--- config.mk ---
export PLATFORM = sky130hd
export DESIGN_NAME = can_rx_flag_irq_enable
export DESIGN_NICKNAME = d
export VERILOG_FILES = /design/src/pkg/can_rx_flag_pkg.sv /design/src/design/bus_state_encoder.sv /design/src/design/state_change_filter.sv /design/src/design/can_rx_flag_irq_enable.sv
export VERILOG_INCLUDE_DIRS = /design/src /design/src/pkg
export SDC_FILE = /design/constraint.sdc
export NUM_CORES = 1
export LEC_CHECK = 0
export BUFFER_PORTS_ARGS = -buffer_cell sky130_fd_sc_hd__buf_2
export CAP_MARGIN = 20
export CORE_ASPECT_RATIO = 1.1
export CORE_MARGIN = 2
export CORE_UTILIZATION = 39
export CTS_CLUSTER_DIAMETER = 200
export DETAILED_ROUTE_END_ITERATION = 16
export PLACE_DENSITY_LB_ADDON = 0.1
export SKIP_CTS_REPAIR_TIMING = 1
export SLEW_MARGIN = 20
export SYNTH_ARGS = -nofsm -noshare
export SYNTH_HDL_FRONTEND = slang
export SYNTH_HIERARCHICAL = 1
export SYNTH_SLANG_ARGS = --single-unit
--- constraint.sdc ---
create_clock -name mclk -period 1.4 [get_ports mclk]
set_input_delay 0.14 -clock mclk [delete_from_list [all_inputs] [get_ports mclk]]
set_output_delay 0.14 -clock mclk [all_outputs]
set_load 0.01 [all_outputs]
--- src/pkg/can_rx_flag_map.svh ---
// offsets, field positions, reset values and limits of the receiver flag block
`ifndef CAN_RX_FLAG_MAP_SVH
`define CAN_RX_FLAG_MAP_SVH

// register indices, byte address is four times the index
`define CTRL_IDX        8'h00
`define STAT_IDX        8'h01
`define RFLG_IDX        8'h04
`define RIER_IDX        8'h05

// control register fields
`define CTRL_INIT_BIT   0
`define CTRL_WAKE_BIT   1
`define CTRL_SLEEP_BIT  2

// status register fields
`define STAT_INIT_ACKNOWLEDGE_BIT 0
`define STAT_SLEEPAK_BIT 1

// flag and enable field positions
`define WAKE_BIT        7
`define CSC_BIT         6
`define RXST_HI         5
`define RXST_LO         4
`define TXST_HI         3
`define TXST_LO         2
`define OVR_BIT         1
`define RXF_BIT         0

// reset values
`define RIER_RESET      8'h00
`define CTRL_RESET      3'h0

// error counter limits
`define WARN_LIMIT      9'h060
`define ERR_LIMIT       9'h07F
`define BUSOFF_LIMIT    9'h0FF

// bus state codes
`define ST_OK           2'h0
`define ST_WARN         2'h1
`define ST_ERR          2'h2
`define ST_BUSOFF       2'h3

// sensitivity codes
`define SENS_NONE       2'h0
`define SENS_BUSOFF     2'h1
`define SENS_ERR        2'h2
`define SENS_ALL        2'h3

`endif

--- src/pkg/can_rx_flag_pkg.sv ---
// types of the receiver flag block
package can_rx_flag_pkg;

  typedef logic [1:0] bus_state_t;

  typedef struct packed {
    logic        wakeFlag;
    logic        statusChangeFlag;
    bus_state_t  rxStateField;
    bus_state_t  txStateField;
    logic        overrunFlag;
    logic        rxFullFlag;
    logic [7:0]  irqEnables;
    logic        initRequest;
    logic        wakeEnable;
    logic        sleepRequest;
    logic [31:0] readData;
  } state_s;

endpackage

--- src/design/bus_state_encoder.sv ---
// maps error counters to a two-bit bus state code
`timescale 1ns/1ps
`include "can_rx_flag_map.svh"

module bus_state_encoder #(
  parameter bit RX_SIDE = 1'b0
) (
  // counters
  input  wire logic [8:0]                  errCount,
  input  wire logic [8:0]                  txErrCount,
  // code
  output      can_rx_flag_pkg::bus_state_t stateCode
);

  always_comb
  begin
    if (txErrCount > `BUSOFF_LIMIT)
      stateCode = `ST_BUSOFF;                 // see RL11
    else if (errCount <= `WARN_LIMIT)
      stateCode = `ST_OK;                     // see RL8 see RL9
    else if (errCount <= `ERR_LIMIT)
      stateCode = `ST_WARN;                   // see RL8 see RL9
    else
      stateCode = `ST_ERR;
    if (RX_SIDE && txErrCount <= `BUSOFF_LIMIT && errCount > `ERR_LIMIT)
      stateCode = `ST_ERR;
  end

endmodule // bus_state_encoder

--- src/design/state_change_filter.sv ---
// decides whether a state change is reported under a sensitivity level
`timescale 1ns/1ps
`include "can_rx_flag_map.svh"

module state_change_filter (
  // states
  input  wire can_rx_flag_pkg::bus_state_t oldState,
  input  wire can_rx_flag_pkg::bus_state_t newState,
  // sensitivity
  input  wire logic [1:0]                  sensitivity,
  // result
  output      logic                        hit
);

  always_comb
  begin
    case (sensitivity)                                           // see RL19
      `SENS_NONE:   hit = 1'b0;
      `SENS_BUSOFF: hit = (oldState == `ST_BUSOFF) != (newState == `ST_BUSOFF);
      `SENS_ERR:    hit = (oldState >= `ST_ERR) != (newState >= `ST_ERR);
      `SENS_ALL:    hit = oldState != newState;
      default:      hit = 1'b0;
    endcase
  end

endmodule // state_change_filter

--- src/design/can_rx_flag_irq_enable.sv ---
// receiver flags, interrupt enables and requests with an apb register port
//
// Contract
// RL1 - write one clears flag, state fields read-only
// RL2 - init mode forces flags reset, ignores writes
// RL3 - flags writable again once init cleared
// RL4 - bus activity in sleep sets wake flag
// RL5 - wake request while flag and enable set
// RL6 - status change sets flag, error request
// RL7 - state fields frozen while change flag pending
// RL8 - receiver state coding from error counters
// RL9 - transmitter state coding from error counters
// RL10 - state fields ignore initialization mode
// RL11 - transmitter bus-off forces receiver bus-off
// RL12 - overrun sets flag, error request
// RL13 - correct message shifted sets receive-full flag
// RL14 - receive-full flag blocks next foreground shift
// RL15 - receive request while flag and enable set
// RL16 - software reads buffer only when full
// RL17 - enable register layout, all reset zero
// RL18 - enables held reset in init mode
// RL19 - sensitivity selects which changes set flag
// RL20 - clear takes effect only without set cause (status change and receive-full flags clear even with a set cause pending)
// RL21 - three requests: wake, error, receive
//
// The APB interface to the registers was left to the implementer.
`timescale 1ns/1ps
`include "can_rx_flag_map.svh"

module can_rx_flag_irq_enable (
  // clock and reset
  input  wire logic        mclk,
  input  wire logic        rst_b,
  // apb slave
  input  wire logic        psel,
  input  wire logic        penable,
  input  wire logic        pwrite,
  input  wire logic [7:0]  paddr,
  input  wire logic [31:0] pwdata,
  input  wire logic [3:0]  pstrb,
  output      logic [31:0] prdata,
  output      logic        pready,
  output      logic        pslverr,
  // protocol core status and events
  input  wire logic        initAck,
  input  wire logic        sleepAck,
  input  wire logic        busActivity,
  input  wire logic [8:0]  txErrCount,
  input  wire logic [7:0]  rxErrCount,
  input  wire logic        overrunEvt,
  input  wire logic        msgShifted,
  // protocol core control
  output      logic        initRequest,
  output      logic        sleepRequest,
  output      logic        shiftBlock,
  // interrupt requests
  output      logic        irqWake,
  output      logic        irqError,
  output      logic        irqRx
);

  can_rx_flag_pkg::state_s     state_r;
  can_rx_flag_pkg::state_s     state_nxt;
  can_rx_flag_pkg::bus_state_t rxLive;
  can_rx_flag_pkg::bus_state_t txLive;
  logic                        rxHit;
  logic                        txHit;
  logic                        initMode;
  logic                        writeOk;
  logic                        setupPhase;
  logic                        accessPhase;
  logic                        mapped;
  logic                        wrFlags;
  logic                        wrEnables;
  logic                        wrCtrl;
  logic [7:0]                  clrMask;
  logic                        setWake;
  logic                        setCsc;
  logic                        setOvr;
  logic                        setRxf;

  function automatic logic [7:0] regAddr(input logic [7:0] idx);
    regAddr = {idx[5:0], 2'b00};
  endfunction

  function automatic logic isMapped(input logic [7:0] addr);
    isMapped = (addr == regAddr(`CTRL_IDX)) || (addr == regAddr(`STAT_IDX)) ||
               (addr == regAddr(`RFLG_IDX)) || (addr == regAddr(`RIER_IDX));
  endfunction

  // live bus state from the error counters
  bus_state_encoder #(
    .RX_SIDE (1'b1)
  ) rxEncoder (
    .errCount   ({1'b0, rxErrCount}),
    .txErrCount (txErrCount),
    .stateCode  (rxLive)
  );

  bus_state_encoder #(
    .RX_SIDE (1'b0)
  ) txEncoder (
    .errCount   (txErrCount),
    .txErrCount (txErrCount),
    .stateCode  (txLive)
  );

  // reported changes under the chosen sensitivity
  state_change_filter rxFilter (
    .oldState    (state_r.rxStateField),
    .newState    (rxLive),
    .sensitivity (state_r.irqEnables[`RXST_HI:`RXST_LO]),
    .hit         (rxHit)
  );

  state_change_filter txFilter (
    .oldState    (state_r.txStateField),
    .newState    (txLive),
    .sensitivity (state_r.irqEnables[`TXST_HI:`TXST_LO]),
    .hit         (txHit)
  );

  // init mode and write permission
  assign initMode = state_r.initRequest & initAck;               // see RL2
  assign writeOk  = ~state_r.initRequest & ~initAck;             // see RL3

  // apb decode
  assign setupPhase  = psel & ~penable;
  assign accessPhase = psel & penable;
  assign mapped      = isMapped(paddr);
  assign wrFlags     = accessPhase & pwrite & pstrb[0] & writeOk &
                       (paddr == regAddr(`RFLG_IDX));
  assign wrEnables   = accessPhase & pwrite & pstrb[0] & writeOk &
                       (paddr == regAddr(`RIER_IDX));
  assign wrCtrl      = accessPhase & pwrite & pstrb[0] &
                       (paddr == regAddr(`CTRL_IDX));

  // write one clears, state field bits never cleared by software
  assign clrMask = wrFlags ? (pwdata[7:0] & 8'hC3) : 8'h00;      // see RL1

  // set causes
  assign setWake = busActivity & sleepAck & state_r.wakeEnable;  // see RL4
  assign setOvr  = overrunEvt;                                   // see RL12
  assign setRxf  = msgShifted & ~state_r.rxFullFlag;             // see RL13
  assign setCsc  = ~state_r.statusChangeFlag & (rxHit | txHit);  // see RL6

  always_comb
  begin
    state_nxt = state_r;

    // control register, reachable in every mode
    if (wrCtrl)
    begin
      state_nxt.initRequest  = pwdata[`CTRL_INIT_BIT];
      state_nxt.wakeEnable   = pwdata[`CTRL_WAKE_BIT];
      state_nxt.sleepRequest = pwdata[`CTRL_SLEEP_BIT];
    end

    // state fields follow the counters while no change is pending
    if (!state_r.statusChangeFlag)                               // see RL7 see RL10
    begin
      state_nxt.rxStateField = rxLive;
      state_nxt.txStateField = txLive;
    end

    // flags: wake and overrun set causes win over a simultaneous clear; change and full flags set only while low
    state_nxt.wakeFlag = setWake |
      (state_r.wakeFlag & ~clrMask[`WAKE_BIT]);                  // see RL20
    state_nxt.statusChangeFlag = setCsc |
      (state_r.statusChangeFlag & ~clrMask[`CSC_BIT]);           // see RL20
    state_nxt.overrunFlag = setOvr |
      (state_r.overrunFlag & ~clrMask[`OVR_BIT]);                // see RL20
    state_nxt.rxFullFlag = setRxf |
      (state_r.rxFullFlag & ~clrMask[`RXF_BIT]);                 // see RL14 see RL20

    // enables
    if (wrEnables)
      state_nxt.irqEnables = pwdata[7:0];                        // see RL17

    // init mode holds flags and enables in reset
    if (initMode)
    begin
      state_nxt.wakeFlag         = 1'b0;                         // see RL2
      state_nxt.statusChangeFlag = 1'b0;
      state_nxt.overrunFlag      = 1'b0;
      state_nxt.rxFullFlag       = 1'b0;
      state_nxt.irqEnables       = `RIER_RESET;                  // see RL18
    end

    // read data captured in the setup phase
    if (setupPhase && !pwrite)
    begin
      state_nxt.readData = 32'h0000_0000;
      case (paddr)
        regAddr(`CTRL_IDX):
        begin
          state_nxt.readData[`CTRL_INIT_BIT]  = state_r.initRequest;
          state_nxt.readData[`CTRL_WAKE_BIT]  = state_r.wakeEnable;
          state_nxt.readData[`CTRL_SLEEP_BIT] = state_r.sleepRequest;
        end
        regAddr(`STAT_IDX):
        begin
          state_nxt.readData[`STAT_INIT_ACKNOWLEDGE_BIT]  = initAck;
          state_nxt.readData[`STAT_SLEEPAK_BIT] = sleepAck;
        end
        regAddr(`RFLG_IDX):
          state_nxt.readData[7:0] = {state_r.wakeFlag, state_r.statusChangeFlag,
                                     state_r.rxStateField, state_r.txStateField,
                                     state_r.overrunFlag, state_r.rxFullFlag};
        regAddr(`RIER_IDX):
          state_nxt.readData[7:0] = state_r.irqEnables;
        default:
          state_nxt.readData = 32'h0000_0000;
      endcase
    end
  end

  always_ff @(posedge mclk or negedge rst_b)
  begin
    if (!rst_b)
    begin
      state_r              <= '0;
      state_r.irqEnables   <= `RIER_RESET;
      {state_r.sleepRequest, state_r.wakeEnable, state_r.initRequest} <= `CTRL_RESET;
    end
    else
      state_r <= state_nxt;
  end

  // bus answers
  assign pready  = 1'b1;
  assign pslverr = accessPhase & ~mapped;
  assign prdata  = state_r.readData;

  // core control
  assign initRequest  = state_r.initRequest;
  assign sleepRequest = state_r.sleepRequest;
  assign shiftBlock   = state_r.rxFullFlag;                      // see RL14

  // interrupt requests
  assign irqWake  = state_r.wakeFlag & state_r.irqEnables[`WAKE_BIT];          // see RL5 see RL21
  assign irqError = (state_r.statusChangeFlag & state_r.irqEnables[`CSC_BIT]) |
                    (state_r.overrunFlag & state_r.irqEnables[`OVR_BIT]);      // see RL6 see RL12
  assign irqRx    = state_r.rxFullFlag & state_r.irqEnables[`RXF_BIT];         // see RL15 see RL21

endmodule // can_rx_flag_irq_enable

Word level (Yosys, flattened, before mapping)
Index checks and enable logic that the tools add are counted.

cells by class
  shift operators = 0
  add/subtract/negate cells = 0
  $lt $le $gt $ge = 11
  div/mod/pow operators = 0
  bitwise gates (word level) = 39
  multiply operators = 0
  equality and inequality tests = 19
  muxes and demuxes = 16
  reductions and logical operators = 10

operator list
  kind                                                             number
  AND 1 bit                                                        23
  less-or-equal comparator 9 x 7 -> 1 bit (second input constant)  2
  == test 2 bit (second input constant)                            8
  == test 8 x 5 -> 1 bit (second input constant)                   2
  less-or-equal comparator 8 x 7 -> 1 bit (second input constant)  2
  2-to-1 mux 2 bit                                                 8
  2-to-1 mux 8 bit                                                 2
  2-to-1 mux 10 bit                                                1
  NOT 1 bit                                                        10
  one-hot mux 5 bit (2 select lines)                               1
  greater-than comparator 9 x 8 -> 1 bit (second input constant)   1
  less-or-equal comparator 9 x 8 -> 1 bit (second input constant)  1
  == test 8 x 3 -> 1 bit (second input constant)                   1
  greater-or-equal comparator 2 bit (second input constant)        4
  greater-than comparator 8 x 7 -> 1 bit (second input constant)   1
  logical NOT 8 bit                                                1
  one-hot mux 1 bit (4 select lines)                               2
  one-hot mux 2 bit (4 select lines)                               1
  bitwise OR 1 bit                                                 6
  == test 2 x 1 -> 1 bit (second input constant)                   2
  logical NOT 2 bit                                                2
  != test 1 bit                                                    4
  != test 2 bit                                                    2
  logical OR 1 bit                                                 3
  4 further kinds                                                  5

storage, ports and cells
  latch bits = 0
  bits in read-only memories = 0
  RAM bits = 0
  memories = 0
  logic and storage cells = 106
  register bits = 27

Depth between registers and ports, before layout
  depth after elaboration = 12
  mapped depth = 7
  mapped depth without buffers = 7

By module
Netlist, hierarchy kept.

by module, submodules not included
  module                  sequential area each (um2)  area an instance (um2)  instances  cells an instance
  can_rx_flag_irq_enable  675.6                       1604.0                  1          154
  state_change_filter     0.0                         58.8                    2          9
  bus_state_encoder       0.0                         37.5                    2          5

Worst setup path before layout
OpenSTA, ideal clock, no wires.

  path type = input-to-reg
  start = input port txErrCount[8]
  end = register state_r[49] (netlist bit)
  required time = 1.259 ns
  stages on the path = 6
  path slack = -0.030 ns
  arrival = 1.289 ns
  cells stage by stage = or3_1 o21bai_1 a21boi_0 a221o_1 o31ai_1 a31oi_1

RTL lines
  what                  RTL line                       source
  start, declared       can_rx_flag_irq_enable.sv:48   input wire logic [8:0] txErrCount,
  end signal, assigned  can_rx_flag_irq_enable.sv:227  state_r <= state_nxt;
  end, declared         can_rx_flag_irq_enable.sv:62   can_rx_flag_pkg::state_s state_r;

==> flow_metrics.tcl <==
set metrics [dict create \
    outcome "complete, but fails checks" \
    violations "setup timing" \
    clockBufferDepth 2 \
    grt_max_degree 28 \
    worstReg2RegEnd "state_r[49]$_DFF_PN0_" \
    cts_tree "yes" \
    power-per-cell-area_nw_per_um2 740 \
    grt_overflow 0 \
    path_clk_slew_ns 0.09 \
    layout-drive-gt1-share 0.378 \
    io_pins 111 \
    seqPwrFrac 0.537 \
    max_cap_viol_count 0 \
    cts-root-buf "clkbuf_8" \
    ant_nets 0 \
    crit_path_max_fanout 4 \
    end_kind "flip-flop" \
    rsz0062_at_grt "true" \
    dp_hpwl_um 2900 \
    grt_pass1_vias 1268 \
    row_count 25 \
    relSlewSlack 0.599 \
    p_sw_frac 0.269 \
    cp-start-kind "flip-flop" \
    finClkSkew_ns 0.00609 \
    clock_sinks 27 \
    finalCriticalPeriod_ns 1.41 \
    fmax_mhz 711 \
    cp-startpoint "state_r[46]$_DFFE_PN0N_" \
    grt_util_all_layers 0.148 \
    cts-htree-levels 1 \
    pwr-share-clk 0.285 \
    start_util 0.410 \
    comb_power_share 0.178 \
    yosys_warnings 6 \
    die_x_um 68.7 \
    first_iter_violations 71 \
    period_share 1.01 \
    leakagePower_nw 1.14 \
    required_ns 1.55 \
    syn_avg_cell_area_um2 9.87 \
    port_buffers 58 \
    cts_made_buffers 3 \
    final-hold-violation-count 0 \
    gp_congestion 0.725 \
    worstSetupPathType "flip-flop to flip-flop" \
    max-vdd-ir-drop_mv 0.565 \
    synth_top_area_frac 0.376 \
    preCtsSetupSlack_ns -0.258 \
    synthesis.area_um2 1800 \
    final-setup-viol-count 1 \
    final_common_cell "buf_2" \
    hold_path.class "input pin to flip-flop" \
    critPathCapture "state_r[49]$_DFF_PN0_" \
    switching_power_mw 0.418 \
    setup_tns_ns -0.00744 \
    p_int_mw 1.14 \
    coreArea_um2 4380 \
    wl_um 3660 \
    nFillCells 433 \
    vias_per_cell 4.75 \
    area_growth_pct 17.1 \
    yosysSeqAreaShare 0.376 \
    die_h_um 75.2 \
    worst_r2r_path_depth 5 \
    drc_errors 0 \
    n_antenna_cell 0 \
    hold_depth 2 \
    worstPathArrival_ns 1.56 \
    nNetsFinal 310 \
    die_area_um2 5170 \
    antenna_found_initial 0 \
    syn_inst 182 \
    vias 1387 \
    most-common-layout-cells "buf_2, conb_1, dfrtp_1, nand2_1, mux2i_1" \
    dr.pass1.iters 4 \
    yosysTopAreaCell "dfrtp_1" \
    grt_pass1_wl_um 5810 \
    regToRegSetupSlack_ns -0.007 \
    ys_types 36 \
    reg2reg_from "state_r[46]$_DFFE_PN0N_" \
    clk_latency_ns 0.27 \
    wl_per_cell_um 12.5 \
    maxSlewViolCount 0 \
    worst_slack_ns -0.00744 \
    synth_seq_cells 27 \
    worstMarginPinSlew_ns 0.602 \
    synth_area_leaders "dfrtp_1, buf_4, mux2i_1, mux2_2, nand2_1" \
]
through the flow:
stage | util | hold slack, ns | cells | total power, mW | instance area [um2]
6_report | 0.481 | 0.0692 | 292 | 1.56 | 2100
5_1_grt | 0.481 | 0.0702 | 292 | 1.64 | 2100
4_1_cts | 0.472 | -0.113 | 289 | 1.56 | 2070
3_5_place_dp | 0.461 | 0.195 | 285 | 1.12 | 2020
3_3_place_gp | 0.461 | 0.191 | 285 | 1.11 | 2020
2_1_floorplan | - | -0.156 | 207 | 1.05 | 1900
critical path: stages, from the launching register on:
cell and delay, ns:
dfrtp_1 0.41, or2b_1 0.18, nand2_1 0.05, a221o_1 0.35, o31ai_2 0.23, a31oi_1 0.06
cells by family after synthesis:
kind of cell    count (synthesis)  synth area share
compound gates                 30             0.117
mux                            23             0.148
flops                          27             0.376
other cells                     2           0.00418
buf+inv                        47             0.169
simple gates                   53             0.186
cell type report:
| cell class | count | area [um2] | share of cell area |
|---|---|---|---|
| clock buffers | 3 | 41.3 | 0.0196 |
| clock inverters | 1 | 5.00 | 0.00238 |
| inverters | 9 | 33.8 | 0.0161 |
| multi-input cells | 133 | 933 | 0.444 |
| flip-flops and latches | 27 | 678 | 0.322 |
| well taps | 54 | 67.6 | 0.0321 |
| repair buffers | 65 | 345 | 0.164 |
synth_stat cells:
cell / instances
buf_4: 34
and4bb_1: 2
nand4_4: 1
and4_1: 1
or3b_1: 1
mux2i_1: 13
or3_1: 2
dfrtp_1: 27
nor4b_1: 1
nor4_1: 2
nor3b_2: 2
a31oi_1: 3
mux4_2: 2
clkbuf_1: 4
nor2_1: 5
a221o_1: 2
a21boi_0: 2
and3_1: 2
o31ai_1: 7
nand2_1: 23
and4_2: 1
nand4_2: 1
mux2_2: 8
a2bb2oi_1: 2
nor4_4: 1
o21bai_1: 4
and2_1: 2
o21ai_0: 5
conb_1: 2
nand2b_1: 2
a22o_1: 1
or2b_1: 2
a22oi_1: 1
inv_1: 9
nand3_1: 2
a21oi_1: 3
routing by layer:
metal	vias up	wire length [um]	global-route usage
met5	-	0	0
met4	0	53	0.0327
met3	6	182	0.0448
met2	40	1830	0.240
met1	642	1590	0.195
li1	699	-	-
power by group through the flow:
stage | Sequential, mW | Combinational, mW | Clock [mW]
after floorplan | 0.831 | 0.216 | 0
after global placement | 0.850 | 0.264 | 0
after detailed placement | 0.850 | 0.267 | 0
after CTS | 0.834 | 0.267 | 0.461
after global routing | 0.842 | 0.311 | 0.484
final | 0.836 | 0.278 | 0.444
state kept, by name, summed over array words and instances (netlist names):
register and flops:
sleepRequest 1, prdata 8, shiftBlock 1, state_r 16
initRequest 1
how the worst min path moves through the flow:
| stage | from | end |
|---|---|---|
| 2_1_floorplan | rst_b | initRequest$_DFFE_PN0P_ |
| 3_3_place_gp | rst_b | prdata[7]$_DFFE_PN0P_ |
| 3_5_place_dp | rst_b | prdata[1]$_DFFE_PN0P_ |
| 4_1_cts | rst_b | prdata[1]$_DFFE_PN0P_ |
| 5_1_grt | pwdata[1] | state_r[44]$_DFF_PN0_ |
| 6_report | pwdata[6] | state_r[49]$_DFF_PN0_ |
No activity file was read; power rests on OpenSTA's default activity.
